===== src/hw/acqs_pkg.sv =====
// Purpose: shared constants and types for the conversion sequencer
// Assumes: 25 MHz core clock, 32-bit AXI4-Lite register bus
// Notes: register offsets are byte addresses, one 32-bit word each
package acqs_pkg;
  localparam int unsigned CLK_HZ = 25_000_000;
  localparam int unsigned ADDR_W = 5;
  localparam int unsigned DATA_W = 32;

  // register byte offsets
  localparam logic [4:0] OFS_CONTROL = 5'h00;
  localparam logic [4:0] OFS_CONFIG = 5'h04;
  localparam logic [4:0] OFS_RES_HIGH = 5'h08;
  localparam logic [4:0] OFS_RES_LOW = 5'h0C;
  localparam logic [4:0] OFS_STATUS = 5'h10;
  localparam logic [4:0] OFS_PIN_CFG = 5'h14;
  localparam logic [4:0] OFS_PORT = 5'h18;
  localparam logic [4:0] OFS_CMP_MODE = 5'h1C;

  // control register fields
  localparam int unsigned CTRL_ON_BIT = 0;
  localparam int unsigned CTRL_START_BIT = 1;
  localparam int unsigned CTRL_CHAN_LSB = 2;
  localparam int unsigned CHAN_W = 4;

  // configuration register fields
  localparam int unsigned CFG_CLK_LSB = 0;
  localparam int unsigned CFG_ACQ_LSB = 3;
  localparam int unsigned CFG_CAL_BIT = 6;
  localparam int unsigned SEL_W = 3;

  localparam int unsigned STAT_DONE_BIT = 0;
  localparam int unsigned PIN_W = 8;
  localparam int unsigned MODE_W = 4;
  localparam logic [3:0] MODE_SPECIAL_TRIG = 4'hB;

  // conversion clock select codes
  localparam logic [2:0] CLKSEL_DIV2 = 3'h0;
  localparam logic [2:0] CLKSEL_DIV4 = 3'h4;
  localparam logic [2:0] CLKSEL_DIV8 = 3'h1;
  localparam logic [2:0] CLKSEL_DIV16 = 3'h5;
  localparam logic [2:0] CLKSEL_DIV32 = 3'h2;
  localparam logic [2:0] CLKSEL_DIV64 = 3'h6;
  localparam logic [2:0] CLKSEL_RC = 3'h3;
  localparam logic [6:0] DIV_2 = 7'h02;
  localparam logic [6:0] DIV_4 = 7'h04;
  localparam logic [6:0] DIV_8 = 7'h08;
  localparam logic [6:0] DIV_16 = 7'h10;
  localparam logic [6:0] DIV_32 = 7'h20;
  localparam logic [6:0] DIV_64 = 7'h40;

  // acquisition time codes and lengths in conversion-bit periods
  localparam logic [2:0] ACQ_CODE_NONE = 3'h0;
  localparam logic [2:0] ACQ_CODE_FOUR = 3'h2;
  localparam logic [4:0] ACQ_TADS_FOUR = 5'h04;

  // sequencing counts
  localparam int unsigned RES_W = 10;
  localparam logic [3:0] CONV_TADS = 4'hB;
  localparam logic [3:0] HOLD_TADS = 4'h2;
  localparam logic [2:0] INSTR_CYCLES = 3'h4;

  localparam logic [1:0] RESP_OKAY = 2'h0;
  localparam logic [1:0] RESP_SLVERR = 2'h2;

  typedef enum logic [2:0] {
    ST_SAMPLE,
    ST_DELAY,
    ST_ACQ,
    ST_CONV,
    ST_HOLD
  } acqs_state_type;
endpackage : acqs_pkg


===== src/hw/acqs_sequencer.sv =====
// Purpose: acquisition and conversion sequencer for a 10-bit SAR converter
// Assumes: cmp_i and trig_i are registered on core_clk_i by their sources
// Notes: AXI4-Lite register slave, one write and one read outstanding
`timescale 1ns/1ps
module acqs_sequencer
  import acqs_pkg::*;
#(
  parameter logic [4:0] ACQ_TADS_CODE1 = 5'h02,
  parameter logic [4:0] ACQ_TADS_CODE3 = 5'h06,
  parameter logic [4:0] ACQ_TADS_CODE4 = 5'h08,
  parameter logic [4:0] ACQ_TADS_CODE5 = 5'h0C,
  parameter logic [4:0] ACQ_TADS_CODE6 = 5'h10,
  parameter logic [4:0] ACQ_TADS_CODE7 = 5'h14
)
(
  // clock and reset
  input wire logic core_clk_i,
  input wire logic rst_n_i,
  // axi4-lite write
  input wire logic [acqs_pkg::ADDR_W-1:0] s_axi_awaddr_i,
  input wire logic s_axi_awvalid_i,
  output logic s_axi_awready_o,
  input wire logic [acqs_pkg::DATA_W-1:0] s_axi_wdata_i,
  input wire logic [3:0] s_axi_wstrb_i,
  input wire logic s_axi_wvalid_i,
  output logic s_axi_wready_o,
  output logic [1:0] s_axi_bresp_o,
  output logic s_axi_bvalid_o,
  input wire logic s_axi_bready_i,
  // axi4-lite read
  input wire logic [acqs_pkg::ADDR_W-1:0] s_axi_araddr_i,
  input wire logic s_axi_arvalid_i,
  output logic s_axi_arready_o,
  output logic [acqs_pkg::DATA_W-1:0] s_axi_rdata_o,
  output logic [1:0] s_axi_rresp_o,
  output logic s_axi_rvalid_o,
  input wire logic s_axi_rready_i,
  // analog front end
  input wire logic cmp_i,
  input wire logic rc_clk_i,
  output logic sample_o,
  output logic [acqs_pkg::CHAN_W-1:0] channel_sel_o,
  output logic [acqs_pkg::RES_W-1:0] trial_code_o,
  output logic cal_mode_o,
  // port pins and compare unit
  input wire logic [acqs_pkg::PIN_W-1:0] port_pin_i,
  input wire logic trig_i,
  output logic timer_clr_o
);
  import acqs_pkg::*;

  acqs_state_type state_reg;
  logic aw_rdy_reg;
  logic w_rdy_reg;
  logic bvalid_reg;
  logic ar_rdy_reg;
  logic rvalid_reg;
  logic [ADDR_W-1:0] waddr_reg;
  logic [DATA_W-1:0] wdata_reg;
  logic [3:0] wstrb_reg;
  logic [DATA_W-1:0] rdata_reg;
  logic [1:0] rresp_reg;
  logic converter_on_reg;
  logic start_reg;
  logic [CHAN_W-1:0] chan_reg;
  logic [SEL_W-1:0] conv_clk_sel_reg;
  logic [SEL_W-1:0] acq_time_sel_reg;
  logic calib_request_reg;
  logic cal_pending_reg;
  logic cal_run_reg;
  logic conv_done_flag_reg;
  logic [PIN_W-1:0] analog_pin_cfg_a_reg;
  logic [MODE_W-1:0] compare_mode_sel_reg;
  logic [RES_W-1:0] result_reg;
  logic [RES_W-1:0] offset_reg;
  logic [RES_W-1:0] code_reg;
  logic [4:0] tad_cnt_reg;
  logic [4:0] acq_len_reg;
  logic [2:0] dly_cnt_reg;
  logic tad_clr_reg;
  logic [PIN_W-1:0] pin_s1_reg;
  logic [PIN_W-1:0] pin_s2_reg;
  logic [PIN_W-1:0] pin_s3_reg;
  logic [PIN_W-1:0] pin_lvl_reg;
  logic tad_tick;
  logic tad_tick_raw;
  logic wr_fire;
  logic wr_ctrl;
  logic wr_cfg;
  logic trig_hit;
  logic conv_busy;
  logic conv_finish;
  logic conv_abort;
  logic [4:0] acq_len;
  logic [3:0] bit_idx;
  logic [RES_W-1:0] code_next;
  logic [RES_W-1:0] corrected;

  acqs_tad_gen u_tad_gen (
    .core_clk_i(core_clk_i),
    .rst_n_i(rst_n_i),
    .clr_i(tad_clr_reg),
    .sel_i(conv_clk_sel_reg),
    .rc_clk_i(rc_clk_i),
    .tick_o(tad_tick_raw)
  );

  // the clear lands one clock late; a tick from the old count would cut the first period
  assign tad_tick = tad_tick_raw && !tad_clr_reg;

  // register bus handshakes
  assign wr_fire = !aw_rdy_reg && !w_rdy_reg && !bvalid_reg;
  assign wr_ctrl = wr_fire && wstrb_reg[0] && (waddr_reg == OFS_CONTROL);
  assign wr_cfg = wr_fire && wstrb_reg[0] && (waddr_reg == OFS_CONFIG);

  always_ff @(posedge core_clk_i)
  begin
    if (!rst_n_i)
    begin
      aw_rdy_reg <= 1'b1;
      w_rdy_reg <= 1'b1;
      bvalid_reg <= 1'b0;
      waddr_reg <= '0;
      wdata_reg <= '0;
      wstrb_reg <= 4'h0;
    end
    else
    begin
      if (s_axi_awvalid_i && aw_rdy_reg)
      begin
        aw_rdy_reg <= 1'b0;
        waddr_reg <= {s_axi_awaddr_i[ADDR_W-1:2], 2'h0};
      end
      if (s_axi_wvalid_i && w_rdy_reg)
      begin
        w_rdy_reg <= 1'b0;
        wdata_reg <= s_axi_wdata_i;
        wstrb_reg <= s_axi_wstrb_i;
      end
      if (wr_fire)
        bvalid_reg <= 1'b1;
      else if (bvalid_reg && s_axi_bready_i)
      begin
        bvalid_reg <= 1'b0;
        aw_rdy_reg <= 1'b1;
        w_rdy_reg <= 1'b1;
      end
    end
  end

  // every word offset up to the top of the window is mapped
  always_ff @(posedge core_clk_i)
  begin
    if (!rst_n_i)
    begin
      ar_rdy_reg <= 1'b1;
      rvalid_reg <= 1'b0;
      rdata_reg <= '0;
      rresp_reg <= RESP_OKAY;
    end
    else if (s_axi_arvalid_i && ar_rdy_reg)
    begin
      ar_rdy_reg <= 1'b0;
      rvalid_reg <= 1'b1;
      rresp_reg <= RESP_OKAY;
      rdata_reg <= '0;
      unique case ({s_axi_araddr_i[ADDR_W-1:2], 2'h0})
        OFS_CONTROL: rdata_reg[7:0] <= {2'h0, chan_reg, start_reg, converter_on_reg};
        OFS_CONFIG: rdata_reg[7:0] <= {1'b0, calib_request_reg, acq_time_sel_reg,
                                       conv_clk_sel_reg};
        OFS_RES_HIGH: rdata_reg[1:0] <= result_reg[RES_W-1:8];
        OFS_RES_LOW: rdata_reg[7:0] <= result_reg[7:0];
        OFS_STATUS: rdata_reg[STAT_DONE_BIT] <= conv_done_flag_reg;
        OFS_PIN_CFG: rdata_reg[PIN_W-1:0] <= analog_pin_cfg_a_reg;
        OFS_PORT: rdata_reg[PIN_W-1:0] <= pin_lvl_reg & analog_pin_cfg_a_reg;
        OFS_CMP_MODE: rdata_reg[MODE_W-1:0] <= compare_mode_sel_reg;
        default: rresp_reg <= RESP_SLVERR;
      endcase
    end
    else if (rvalid_reg && s_axi_rready_i)
    begin
      rvalid_reg <= 1'b0;
      ar_rdy_reg <= 1'b1;
    end
  end

  // port pins: a change counts once the second and third stage agree
  always_ff @(posedge core_clk_i)
  begin
    pin_s1_reg <= port_pin_i;
    pin_s2_reg <= pin_s1_reg;
    pin_s3_reg <= pin_s2_reg;
    if (!rst_n_i)
      pin_lvl_reg <= '0;
    else
      pin_lvl_reg <= (pin_s2_reg & pin_s3_reg) | (pin_lvl_reg & (pin_s2_reg ^ pin_s3_reg));
  end

  // configuration and mode registers
  always_ff @(posedge core_clk_i)
  begin
    if (!rst_n_i)
    begin
      chan_reg <= '0;
      conv_clk_sel_reg <= '0;
      acq_time_sel_reg <= ACQ_CODE_NONE;
      calib_request_reg <= 1'b0;
      analog_pin_cfg_a_reg <= '0;
      compare_mode_sel_reg <= '0;
    end
    else
    begin
      if (wr_ctrl)
        chan_reg <= wdata_reg[CTRL_CHAN_LSB +: CHAN_W];
      if (wr_cfg)
      begin
        conv_clk_sel_reg <= wdata_reg[CFG_CLK_LSB +: SEL_W];
        acq_time_sel_reg <= wdata_reg[CFG_ACQ_LSB +: SEL_W];
        calib_request_reg <= wdata_reg[CFG_CAL_BIT];
      end
      if (wr_fire && wstrb_reg[0] && waddr_reg == OFS_PIN_CFG)
        analog_pin_cfg_a_reg <= wdata_reg[PIN_W-1:0];
      if (wr_fire && wstrb_reg[0] && waddr_reg == OFS_CMP_MODE)
        compare_mode_sel_reg <= wdata_reg[MODE_W-1:0];
    end
  end

  // compare unit special event trigger
  assign trig_hit = trig_i && (compare_mode_sel_reg == MODE_SPECIAL_TRIG);

  always_ff @(posedge core_clk_i)
  begin
    if (!rst_n_i)
      timer_clr_o <= 1'b0;
    else
      timer_clr_o <= trig_hit;
  end

  // sequencing status
  assign conv_busy = (state_reg == ST_DELAY) || (state_reg == ST_ACQ) || (state_reg == ST_CONV);
  assign conv_finish = (state_reg == ST_CONV) && tad_tick && start_reg &&
                       (tad_cnt_reg[3:0] == CONV_TADS - 4'h1);
  assign conv_abort = conv_busy && !start_reg;

  // enable and start; a start write only counts once the converter was already on
  always_ff @(posedge core_clk_i)
  begin
    if (!rst_n_i)
    begin
      converter_on_reg <= 1'b0;
      start_reg <= 1'b0;
    end
    else if (wr_ctrl)
    begin
      converter_on_reg <= wdata_reg[CTRL_ON_BIT];
      start_reg <= wdata_reg[CTRL_START_BIT] && wdata_reg[CTRL_ON_BIT] &&
                   converter_on_reg;
    end
    else if (trig_hit && converter_on_reg)
      start_reg <= 1'b1;
    else if (conv_finish)
      start_reg <= 1'b0;
  end

  // done flag: hardware set wins over a write-one clear in the same cycle
  always_ff @(posedge core_clk_i)
  begin
    if (!rst_n_i)
      conv_done_flag_reg <= 1'b0;
    else if (conv_finish)
      conv_done_flag_reg <= 1'b1;
    else if (wr_fire && wstrb_reg[0] && waddr_reg == OFS_STATUS &&
             wdata_reg[STAT_DONE_BIT])
      conv_done_flag_reg <= 1'b0;
  end

  // acquisition length per code, in bit periods
  always_comb
  begin
    unique case (acq_time_sel_reg)
      3'h1: acq_len = ACQ_TADS_CODE1;
      ACQ_CODE_FOUR: acq_len = ACQ_TADS_FOUR;
      3'h3: acq_len = ACQ_TADS_CODE3;
      3'h4: acq_len = ACQ_TADS_CODE4;
      3'h5: acq_len = ACQ_TADS_CODE5;
      3'h6: acq_len = ACQ_TADS_CODE6;
      3'h7: acq_len = ACQ_TADS_CODE7;
      default: acq_len = 5'h00;
    endcase
  end

  // successive approximation: first period opens the hold switch, then bits 9..0
  assign bit_idx = 4'(RES_W) - tad_cnt_reg[3:0];

  always_comb
  begin
    code_next = code_reg;
    code_next[bit_idx] = cmp_i;
    if (bit_idx != 4'h0)
      code_next[bit_idx - 4'h1] = 1'b1;
  end

  assign corrected = (code_next > offset_reg) ? code_next - offset_reg : '0;

  // main sequence; channel and pin direction never enter this flow
  always_ff @(posedge core_clk_i)
  begin
    if (!rst_n_i)
    begin
      state_reg <= ST_SAMPLE;
      tad_cnt_reg <= 5'h00;
      dly_cnt_reg <= 3'h0;
      acq_len_reg <= 5'h00;
      tad_clr_reg <= 1'b0;
      code_reg <= '0;
      cal_run_reg <= 1'b0;
    end
    else
    begin
      tad_clr_reg <= 1'b0;
      if (!converter_on_reg)
      begin
        state_reg <= ST_SAMPLE;
        cal_run_reg <= 1'b0;
      end
      else
      begin
        unique case (state_reg)
          ST_SAMPLE:
            if (start_reg)
            begin
              cal_run_reg <= cal_pending_reg;
              tad_cnt_reg <= 5'h00;
              tad_clr_reg <= 1'b1;
              acq_len_reg <= acq_len;
              dly_cnt_reg <= 3'h1;
              // start stays set during acquisition and conversion alike
              state_reg <= (acq_len == 5'h00) ? ST_DELAY : ST_ACQ;
            end
          ST_DELAY:
            if (conv_abort)
            begin
              tad_cnt_reg <= 5'h00;
              state_reg <= ST_HOLD;
            end
            else if (dly_cnt_reg == INSTR_CYCLES)
            begin
              tad_clr_reg <= 1'b1;
              code_reg <= '0;
              state_reg <= ST_CONV;
            end
            else
              dly_cnt_reg <= dly_cnt_reg + 3'h1;
          ST_ACQ:
            if (conv_abort)
            begin
              tad_cnt_reg <= 5'h00;
              state_reg <= ST_HOLD;
            end
            else if (tad_tick && tad_cnt_reg == acq_len_reg - 5'h01)
            begin
              tad_cnt_reg <= 5'h00;
              code_reg <= '0;
              state_reg <= ST_CONV;
            end
            else if (tad_tick)
              tad_cnt_reg <= tad_cnt_reg + 5'h01;
          ST_CONV:
            if (conv_abort || conv_finish)
            begin
              tad_cnt_reg <= 5'h00;
              state_reg <= ST_HOLD;
            end
            else if (tad_tick)
            begin
              if (tad_cnt_reg != 5'h00)
                code_reg <= code_next;
              else
                code_reg <= {1'b1, {(RES_W-1){1'b0}}};
              tad_cnt_reg <= tad_cnt_reg + 5'h01;
            end
          ST_HOLD:
            if (tad_tick && tad_cnt_reg[3:0] == HOLD_TADS - 4'h1)
            begin
              // dummy run over, so the channel is tracked again
              cal_run_reg <= 1'b0;
              state_reg <= ST_SAMPLE;
            end
            else if (tad_tick)
              tad_cnt_reg <= tad_cnt_reg + 5'h01;
          default:
            state_reg <= ST_SAMPLE;
        endcase
      end
    end
  end

  // calibration arming and offset store
  always_ff @(posedge core_clk_i)
  begin
    if (!rst_n_i)
    begin
      cal_pending_reg <= 1'b0;
      offset_reg <= '0;
    end
    else if (conv_finish && cal_run_reg)
    begin
      cal_pending_reg <= 1'b0;
      offset_reg <= code_next;
    end
    else if (wr_cfg && wdata_reg[CFG_CAL_BIT] && !calib_request_reg)
      cal_pending_reg <= 1'b1;
  end

  // result pair: no reset so a power-up leaves whatever it holds
  always_ff @(posedge core_clk_i)
  begin
    if (conv_finish && !cal_run_reg)
      result_reg <= corrected;
    else if (wr_fire && wstrb_reg[0] && waddr_reg == OFS_RES_HIGH)
      result_reg[RES_W-1:8] <= wdata_reg[RES_W-9:0];
    else if (wr_fire && wstrb_reg[0] && waddr_reg == OFS_RES_LOW)
      result_reg[7:0] <= wdata_reg[7:0];
  end

  // front end drive
  always_ff @(posedge core_clk_i)
  begin
    if (!rst_n_i)
    begin
      sample_o <= 1'b0;
      channel_sel_o <= '0;
      trial_code_o <= '0;
      cal_mode_o <= 1'b0;
    end
    else
    begin
      sample_o <= converter_on_reg && !cal_run_reg &&
                  (state_reg == ST_SAMPLE || state_reg == ST_ACQ);
      channel_sel_o <= chan_reg;
      trial_code_o <= code_reg;
      cal_mode_o <= cal_run_reg && conv_busy;
    end
  end

  assign s_axi_awready_o = aw_rdy_reg;
  assign s_axi_wready_o = w_rdy_reg;
  assign s_axi_bvalid_o = bvalid_reg;
  assign s_axi_bresp_o = RESP_OKAY;
  assign s_axi_arready_o = ar_rdy_reg;
  assign s_axi_rvalid_o = rvalid_reg;
  assign s_axi_rdata_o = rdata_reg;
  assign s_axi_rresp_o = rresp_reg;
endmodule : acqs_sequencer


===== src/hw/acqs_tad_gen.sv =====
// Purpose: conversion-bit period tick generator
// Assumes: rc_clk_i is asynchronous to core_clk_i
// Notes: tick_o is a one-cycle pulse at the end of each period
`timescale 1ns/1ps
module acqs_tad_gen
  import acqs_pkg::*;
(
  // clock and reset
  input wire logic core_clk_i,
  input wire logic rst_n_i,
  // control
  input wire logic clr_i,
  input wire logic [acqs_pkg::SEL_W-1:0] sel_i,
  input wire logic rc_clk_i,
  // period tick
  output logic tick_o
);
  import acqs_pkg::*;

  logic [6:0] div_cnt_reg;
  logic [6:0] div_val;
  logic rc_s1_reg;
  logic rc_s2_reg;
  logic rc_s3_reg;
  logic rc_lvl_reg;
  logic use_rc;
  logic rc_rise;

  // codes 011 and the unused 111 both pick the rc oscillator
  assign use_rc = (sel_i[1:0] == CLKSEL_RC[1:0]);
  assign rc_rise = (rc_s2_reg == rc_s3_reg) && rc_s3_reg && !rc_lvl_reg;

  always_comb
  begin
    unique case (sel_i)
      CLKSEL_DIV2: div_val = DIV_2;
      CLKSEL_DIV4: div_val = DIV_4;
      CLKSEL_DIV8: div_val = DIV_8;
      CLKSEL_DIV16: div_val = DIV_16;
      CLKSEL_DIV32: div_val = DIV_32;
      CLKSEL_DIV64: div_val = DIV_64;
      default: div_val = DIV_2;
    endcase
  end

  always_ff @(posedge core_clk_i)
  begin
    rc_s1_reg <= rc_clk_i;
    rc_s2_reg <= rc_s1_reg;
    rc_s3_reg <= rc_s2_reg;
    if (!rst_n_i)
      rc_lvl_reg <= 1'b0;
    else if (rc_s2_reg == rc_s3_reg)
      rc_lvl_reg <= rc_s3_reg;
  end

  always_ff @(posedge core_clk_i)
  begin
    if (!rst_n_i || clr_i)
    begin
      div_cnt_reg <= 7'h00;
      tick_o <= 1'b0;
    end
    else if (use_rc)
    begin
      div_cnt_reg <= 7'h00;
      tick_o <= rc_rise;
    end
    else if (div_cnt_reg == div_val - 7'h01)
    begin
      div_cnt_reg <= 7'h00;
      tick_o <= 1'b1;
    end
    else
    begin
      div_cnt_reg <= div_cnt_reg + 7'h01;
      tick_o <= 1'b0;
    end
  end
endmodule : acqs_tad_gen


===== config.mk =====
export PLATFORM = sky130hd
export DESIGN_NAME = acqs_sequencer
export DESIGN_NICKNAME = d
export VERILOG_FILES = /design/src/hw/acqs_pkg.sv /design/src/hw/acqs_sequencer.sv /design/src/hw/acqs_tad_gen.sv
export SDC_FILE = /design/constraint.sdc
export NUM_CORES = 1
export LEC_CHECK = 0
export ABC_AREA = 1
export BUFFER_PORTS_ARGS = -buffer_cell sky130_fd_sc_hd__buf_2
export CAP_MARGIN = 20
export CORE_MARGIN = 2
export CORE_UTILIZATION = 57
export CTS_CLUSTER_SIZE = 30
export DETAILED_ROUTE_END_ITERATION = 8
export GPL_ROUTABILITY_DRIVEN = 0
export PLACE_DENSITY = 0.8
export SLEW_MARGIN = 10
export SYNTH_ARGS = -nofsm -noshare
export SYNTH_HDL_FRONTEND = slang
export SYNTH_SLANG_ARGS = --single-unit

===== constraint.sdc =====
create_clock -name core_clk_i -period 3.9 [get_ports core_clk_i]
set_input_delay 0.39 -clock core_clk_i [delete_from_list [all_inputs] [get_ports core_clk_i]]
set_output_delay 0.39 -clock core_clk_i [all_outputs]
set_load 0.03 [all_outputs]

# Yosys cells after proc, flatten, opt, wreduce, memory -nomap -nowiden
# Index checks and enable logic that the tools add are counted.
# word_totals
reg_bits	161
latch_bits	0
ramBits	0
romBits	0
inputBits	64
out_inout_bits	58
word_cells	266
memories	0
# op_classes
addsub	8
mul	0
div_mod_pow	0
magnitude_cmp	5
eq_ne	52
shift	0
n_mux	72
bitwise	7
reduce_logical	78
# op_table
op	count
two-way mux 10 bit	10
== test 3 bit (second input constant)	16
logical AND 1 bit	38
two-way mux 5 bit	7
case mux 5 bit (7 select lines)	1
case mux 7 bit (5 select lines)	1
two-way mux 3 bit	10
case mux 10 bit (3 select lines)	1
== test 3 x 2 -> 1 bit (second input constant)	9
two-way mux 1 bit	26
case mux 5 bit (5 select lines)	1
AND 8 bit	3
inequality test 2 bit (second input constant)	11
case mux 4 bit (5 select lines)	1
two-way mux 8 bit	2
== test 3 x 1 -> 1 bit (second input constant)	5
case mux 3 bit (5 select lines)	1
AND reduction 5 bit	3
nonzero test 2 bit	7
case mux 2 bit (6 select lines)	1
bitwise mux 10 bit	1
> comparator 10 bit	1
logical NOT 5 bit	2
less-than comparator 4 x 5 -> 1 bit (second input constant)	2
other kinds (39)	62

# Logic depth before layout (Yosys ltp)
# Gate-level depths: netlist of run 1.
# depth
ltp_word	12
mapped_depth	25
depth_no_buf	25

# Cells and area by module
# From an unflattened synthesis of run 1, not the netlist that was laid out.
# hier_totals
cells_unflattened	1019
area_unflattened_um2	7571.0
# modules_own_cells
module	instances	cells_per_inst	area_each_um2	seq_area_each_um2
acqs_sequencer	1	933	6971.7	3062.9
acqs_tad_gen	1	86	599.3	240.2

# Worst setup path after synthesis of run 1
# No wires, ideal clock.
# synth_timing
kind	register -> register
startpoint	register tad_cnt_reg[1]
endpoint	register result_reg[9] (data pin)
setup_ns	0.253
t_arrival_ns	2.724
required_time_ns	3.647
path_slack_ns	0.923
stages_incl_launch_ff	25
path_buffers	0
synth_period_minus_slack_ns	2.977
path_cell_list	dfxtp_1 ha_1 nand2_2 nand2_4 nand2_1 inv_2 nand2_1 nand2_1 o21ai_0 inv_1 nand2_1 inv_1 ha_1 inv_1 fa_1 nand3_1 nand2_1 nand2_1 nand3_1 nand3_1 nand2_1 nand2_2 nor2_1 nand2_1 nand2_1
# synth_between
elab_chain_len	11
word_cells_on_any_way	23
cone_classes	3 x add/sub; 5 x order compare; 1 x eq/ne; 8 x mux; 1 x bitwise; 5 x reduce/logical
# synth_rtl
item	line_no	rtl
start: declaration	acqs_sequencer.sv:77	logic [4:0] tad_cnt_reg;
start signal: assignment	acqs_sequencer.sv:367	tad_cnt_reg <= tad_cnt_reg + 5'h01;
start signal: assignment	acqs_sequencer.sv:380	tad_cnt_reg <= tad_cnt_reg + 5'h01;
start signal: assignment	acqs_sequencer.sv:390	tad_cnt_reg <= tad_cnt_reg + 5'h01;
subtractor 4 bit	acqs_sequencer.sv:293	assign bit_idx = 4'(RES_W) - tad_cnt_reg[3:0];
subtractor 4 x 1 -> 4 bit (tied with other cells)	acqs_sequencer.sv:300	code_next[bit_idx - 4'h1] = 1'b1;
less-than comparator 4 x 5 -> 1 bit (implied by the code) (tied with other cells)	acqs_sequencer.sv:300	
logical AND 1 bit (implied by the code) or two-way mux 1 bit (tied branches)	acqs_sequencer.sv:300, acqs_sequencer.sv:298	
two-way mux 1 bit (implied by the code) or demux 1 bit (select 4 bit) (tied branches)	acqs_sequencer.sv:300, acqs_sequencer.sv:298	
demux 1 bit (select 4 bit) or bitwise mux 10 bit (tied branches)	acqs_sequencer.sv:300, acqs_sequencer.sv:298	
OR 10 bit (no source line)	--	
two-way mux 10 bit	acqs_sequencer.sv:299	if (bit_idx != 4'h0)
subtractor 10 bit or > comparator 10 bit (tied branches)	acqs_sequencer.sv:303	assign corrected = (code_next > offset_reg) ? code_next - offset_reg : '0;
two-way mux 10 bit	acqs_sequencer.sv:303	
two-way mux 10 bit *	acqs_sequencer.sv:418	if (conv_finish && !cal_run_reg)
end signal: assignment	acqs_sequencer.sv:419	result_reg <= corrected;
end signal: indexed assignment	acqs_sequencer.sv:421	result_reg[RES_W-1:8] <= wdata_reg[RES_W-9:0];
end: declaration	acqs_sequencer.sv:74	logic [RES_W-1:0] result_reg;
# Mark *: on every way between the ends. The rest lies on a longest branch, timed or not.
# A chain may end at the register's enable or synchronous reset.

# Worst setup path in the final report of run 1
# Same ends and word-level chain as after synthesis.

==> results.toml, run 1 <==
[status]
outcome = "complete, no violations"

[drt]
vias = 6531
dr.pass1.iters = 7
routed_wl_mm = 16.7
avgRoutedWirePerCell_um = 13.3
drtIter0Drc = 531
antenna_left = 0
post-route-drc-count = 0
viasPerCell = 5.20

[clock_network]
clk_latency_ps = 430
cts_hold_buf = 0
clockRootBuffer = "clkbuf_16"
path_clk_slew_ps = 60
cts_resized = 0
clock-sinks = 160
clock_path_buffers = 2
cts_tree = "built"
htreeDepth = 4
cts_made_buffers = 17
post-cts-setup-buffers = 0

[synth]
ys.flop_type = "dfxtp_1"
yosysWarningCount = 0
syn_area_per_cell_um2 = 7.53
synth_top_family_by_area = "simple AND/OR/NAND/NOR gates"
synth_area_um2 = 7580
async_flop_share = 0
ys_seq_elements = 160
netlist_instances = 1007
synthSimpleGateAreaFrac = 0.240
synthAdderAreaFrac = 0.0604
synthMuxAreaShare = 0
yosys.area_share.xor_xnor = 0.0219
yosysSeqAreaShare = 0.436
synth_compound_area_frac = 0.132
synth_edf_count = 10
synth_cell_types = 48

[timing]
finalHoldViolations = 0
setup_viol = 0
tns_ps = 0
rsz0062_at_grt = "no"
max-slew-margin-rel = 0.437
finalCritPeriodShare = 0.880
skew_ps = 5.25
fin_crit_ps = 3430
slew_viol_final = 0
worst_pin_slew_ps = 845
clock.fmax_mhz = 291

[worst_setup_path]
cp.arrival_ps = 3610
crit_required_ps = 4080
setup.worst_path.class = "reg2reg"
path_max_fanout = 9
end_kind = "flop"
critPathLaunchType = "flop"

[cells_and_area]
fill_cells = 1157
post-route-util = 0.651
diodes = 0
fin_area_um2 = 8550
area_delta_synth_final_pct = 12.8
fin_cells = 1257
final_nets = 1169
drive_gt1_frac = 0.128

[grt]
track_usage = 0.247
grt_antenna_before_repair = 0
grt_max_degree = 50
grt_pass1_vias = 6070
grt.overflow.total = 0
grt_pass1_wl_mm = 28.2

[pwr]
irDropWorstVdd_mv = 0.361
pwr-share-seq = 0.470
p_leak_nw = 3.92
p_switching_uw = 852
combinationalPowerShare = 0.055
p_clk_frac = 0.475
total_power_mw = 3.69
cellInternalPower_mw = 2.84
swShare = 0.231
pwr_density_cell_nw_per_um2 = 431

[floorplan]
core-area_um2 = 13100
die_area_um2 = 14200
ioPinCount = 122
fp.dieW_um = 119
die_h_um = 119
rows = 42
start_util = 0.577

[place]
io_buffer_count = 62
placed_cell_area_um2 = 7920
dp_cells = 1225
hpwl_mm = 11.9

[job]
cap_violations = 0

[worst_hold_path]
hold_class = "in2reg"
worst max-delay path: stages, from the launching register on:
cell and delay [ps]:
dfxtp_1 490, ha_1 330, nand2_2 120, nand2_4 130, nand2_1 110, inv_2 60, nand2_1 110, nand2_1 80
o21ai_0 80, inv_1 60, nand2_1 70, inv_1 80, ha_1 160, inv_1 60, fa_1 390, nand3_1 100
nand2_1 100, nand2_1 70, nand3_1 100, nand3_1 90, nand2_1 80, nand2_2 160, nor2_1 60, nand2_1 50
nand2_1 50
per-layer routing:
metal | GRT usage | vias up | part of all wire
li1 | - | 3310 | -
met4 | 0.112 | 0 | 0.030
met5 | 0 | - | 0
met1 | 0.319 | 2953 | 0.45
met2 | 0.401 | 223 | 0.46
met3 | 0.0474 | 45 | 0.055
cell usage in the layout, fill, tap and decap left out, drive strengths merged, types with 6 or more instances in the layout:
master	n
o211ai	6
inv	138
o22ai	7
nand2	229
xor2	12
nor2	109
a21oi	63
buf	64
nor3	8
ha	35
edfxtp	10
clkbuf	21
dfxtp	150
nand3	64
conb	28
xnor2	7
nand4	8
o21ai	89
layout make-up:
type,count,area (um2),area share
clock buffers,20,479,0.0560
clock inverters,11,150,0.0176
well taps,176,220,0.0257
inverters,137,517,0.0604
flip-flops and latches,160,3300,0.386
multi-input cells,688,3550,0.415
repair buffers,65,330,0.0386
kinds of logic (layout without fill, tap and decap cells):
logic type | after synthesis | in the layout
simple gates | 424 | 424
buf+inv | 186 | 233
compound gates | 181 | 181
flops | 160 | 160
fa+ha+maj | 36 | 36
xor+xnor | 19 | 19
other cells | 1 | 28
Yosys cell counts (2+ instances only):
library cell	n	area, um2
o21bai_1	2	15.0
o21ai_1	15	75.1
or2_2	2	12.5
dfxtp_1	150	3000
a211oi_1	2	15.0
clkbuf_1	12	45.0
nor2_4	2	22.5
nor3_1	5	25.0
buf_4	31	233
a22oi_1	4	30.0
edfxtp_1	10	300
nand3_2	6	60.1
nor4_1	2	12.5
o22ai_1	7	43.8
nand2_2	5	31.3
o21ai_2	4	35.0
a21oi_2	2	17.5
inv_2	11	41.3
nand4_1	7	43.8
ha_1	35	438
nor2_2	4	25.0
o21ai_0	70	350
o211ai_1	6	45.0
a21oi_1	61	305
nand3_1	58	290
buf_2	4	20.0
xnor2_1	7	61.3
inv_1	124	465
nor2_1	103	387
a31oi_1	3	18.8
nor3_2	3	30.0
nand2_1	223	837
xor2_1	12	105
power groups by stage:
stage | Combinational [mW] | Sequential, mW | Clock, mW
6_report | 0.203 | 1.73 | 1.75
5_1_grt | 0.228 | 1.74 | 1.86
4_1_cts | 0.203 | 1.73 | 1.77
3_5_place_dp | 0.201 | 1.77 | 0
3_3_place_gp | 0.197 | 1.77 | 0
2_1_floorplan | 0.157 | 1.77 | 0
stage by stage:
stage	setup slack, ps	hold WS (ps)
after floorplan	923	310
after global placement	588	311
after detailed placement	506	313
after CTS	497	51.8
after global routing	62.6	51.4
final	469	61.8
final timing paths:
check	from	endpoint	slack, ps	cells after the start
worst max register to register	tad_cnt_reg[1]$_SDFFE_PN0P_	result_reg[9]$_DFFE_PP_	470	24
worst min-delay path	port_pin_i[0]	pin_s1_reg[0]$_DFF_P_	60	1
worst min register to register	pin_s1_reg[0]$_DFF_P_	pin_s2_reg[0]$_DFF_P_	330	0
worst max-delay path	tad_cnt_reg[1]$_SDFFE_PN0P_	result_reg[9]$_DFFE_PP_	470	24
(Power assumes the default switching activity.)
==> run 2, diff against run 1 <==
CORE_UTILIZATION = 51   (was 57)
GPL_ROUTABILITY_DRIVEN = 1   (was 0)
PLACE_DENSITY = 0.76   (was 0.8)
clock period = 3 ns   (was 3.9 ns; I/O delays follow)
==> run 2 against run 1 <==
Fmax increased by 20%. Largest power group is now sequential cells. Critical path depth decreased by 6. Wire length increased by 6.0%. Register-to-register slack got worse by 330 ps. Setup slack got worse by 330 ps. Count of clock-buffer cells in the layout unchanged. Largest cell class unchanged. Sequential power increased by 30%. Critical path type unchanged. Cell count increased by 3.8%. Clock skew increased by 3.1 ps. Via count increased by 3.3%.
==> results.toml, run 2 (synthesis results as in run 1) <==
[cells_and_area]
drive_gt1_frac = 0.175
diodes = 0
final_nets = 1209
fill_cells = 1279
area_delta_synth_final_pct = 19.1
post-route-util = 0.622
fin_area_um2 = 9030
layout_commonest_cell = "nand2_1"
final_cell_mix = "nand2_1 (218), dfxtp_1 (148), inv_1 (121), nor2_1 (102), o21ai_0 (67)"

[worst_setup_path]
end_kind = "flop"
setup.worst_path.class = "reg2reg"
r2r_end = "result_reg[7]$_DFFE_PP_"
crit_required_ps = 3170
r2r_slack_ps = 140
crit_start = "tad_cnt_reg[0]$_SDFFE_PN0P_"
critPathLaunchType = "flop"
crit_chain = "inv_1, ha_1, inv_2, nor2_4, nand2_1, nand2_2, nand2_2, nor2_2, buf_4, nand2_1, nand2_1, ha_1, nand2_1, o21ai_1, nand3_1, nand2_1, xor2_1, o21ai_1"
slowest_delay_ps = 380
reg2regPathDepth = 18
cp.arrival_ps = 3040
path_max_fanout = 4
critPathMostFrequentCell = "nand2_1"
r2r_start = "tad_cnt_reg[0]$_SDFFE_PN0P_"
cpMaxStageDelayCell = "ha_1"

[clock_network]
clockRootBuffer = "clkbuf_16"
clock_path_buffers = 2
htreeDepth = 4
path_clk_slew_ps = 60
clock-sinks = 160
cts_tree = "built"
clk_latency_ps = 420
cts_made_buffers = 17

[drt]
routed_wl_mm = 17.7
post-route-drc-count = 0
antenna_left = 0
dr.pass1.iters = 5
vias = 6748
avgRoutedWirePerCell_um = 13.6
drtIter0Drc = 493
viasPerCell = 5.17

[worst_hold_path]
hold_class = "in2reg"
hold_path_end = "s_axi_wready_o$_SDFF_PN1_"
min_path_cells = 2
min-delay-start = "s_axi_wvalid_i"

[place]
hpwl_mm = 12.4
gp_congestion = 0.892
io_buffer_count = 62
placed_cell_area_um2 = 8150

[pwr]
total_power_mw = 4.74
irDropWorstVdd_mv = 0.470
p_leak_nw = 4.11
pwr_density_cell_nw_per_um2 = 524

[timing]
finalCritPeriodShare = 0.955
finalHoldViolations = 0
rsz0062_at_grt = "yes"
setup_viol = 0
worst_pin_slew_ps = 1100
clock.fmax_mhz = 349
holdWs_ps = 95.1
slew_viol_final = 0
fin_crit_ps = 2860
max-slew-margin-rel = 0.258
tns_ps = 0
skew_ps = 8.32

[grt]
track_usage = 0.219
grt_pass1_vias = 6108
grt_pass1_wl_mm = 28.1
grt_antenna_before_repair = 0
grt_max_degree = 45
grt.overflow.total = 0

[floorplan]
die_area_um2 = 15900
core-area_um2 = 14500
ioPinCount = 122
fp.dieW_um = 126
rows = 44
start_util = 0.522
die_h_um = 126

[status]
outcome = "complete, no violations"

[job]
cap_violations = 0
[run 2: cell count changes in the layout (fill, tap and decap cells not counted), sizes merged]
cell         change
clkinv           +2
dlygate4sd3      +9
clkbuf           -1
bufinv           -1
clkinvlp         -1
nand2            +1
buf             +31
[run 2: routing by layer]
metal,track usage,up-vias,wire length (um)
met5,0,-,0
met4,0.0814,0,323
met3,0.0480,27,967
met2,0.352,205,8420
met1,0.290,3124,8030
li1,-,3392,-
[run 2: power by group]
group / internal (mW) / switching [mW] / leakage, nW
Combinational: 0.0823 / 0.192 / 2.49
Clock: 1.34 / 0.865 / 0.299
Sequential: 2.20 / 0.0476 / 1.32
[run 2: cell type report]
| class | instances | area, um2 | share of cell area |
|---|---|---|---|
| clock inverters | 11 | 125 | 0.0139 |
| well taps | 184 | 230 | 0.0255 |
| flip-flops and latches | 160 | 3310 | 0.366 |
| repair buffers | 104 | 648 | 0.0717 |
| multi-input cells | 689 | 3710 | 0.411 |
| clock buffers | 20 | 489 | 0.0542 |
| inverters | 137 | 517 | 0.0572 |
[run 2: timing repair]
item,4_1_cts,5_1_grt
gates cloned,0,1
setup buffers,0,1
setup endpoints to repair,3,10
hold buffers,9,0
endpoints found under the hold margin,9,0
pin swaps,0,7
resized for setup,4,32
[run 2: how the worst max path moves through the flow]
| stage | to | slack [ps] | depth (start not counted) |
|---|---|---|---|
| after global routing | result_reg[7]$_DFFE_PP_ | -80 | 18 |
| after CTS | result_reg[9]$_DFFE_PP_ | 20 | 23 |
| final | result_reg[7]$_DFFE_PP_ | 140 | 18 |
| after detailed placement | result_reg[9]$_DFFE_PP_ | -40 | 23 |
| after floorplan | result_reg[9]$_DFFE_PP_ | 20 | 24 |
| after global placement | result_reg[9]$_DFFE_PP_ | 30 | 24 |
[run 2: worst max-delay path, delay by kind of cell (launching register included)]
kind            cells  cell delay, ps
compound gates      2             360
fa+ha+maj           2             680
flops               1             370
simple gates       10             800
xor+xnor            1             150
buf+inv             3             260
[run 2: stage by stage]
step | instances | setup WS [ps]
6_report | 1305 | 136
5_1_grt | 1305 | -82.7
4_1_cts | 1303 | 16.8
3_5_place_dp | 1263 | -44.4
3_3_place_gp | 1263 | 30.8
2_1_floorplan | 1034 | 23.0
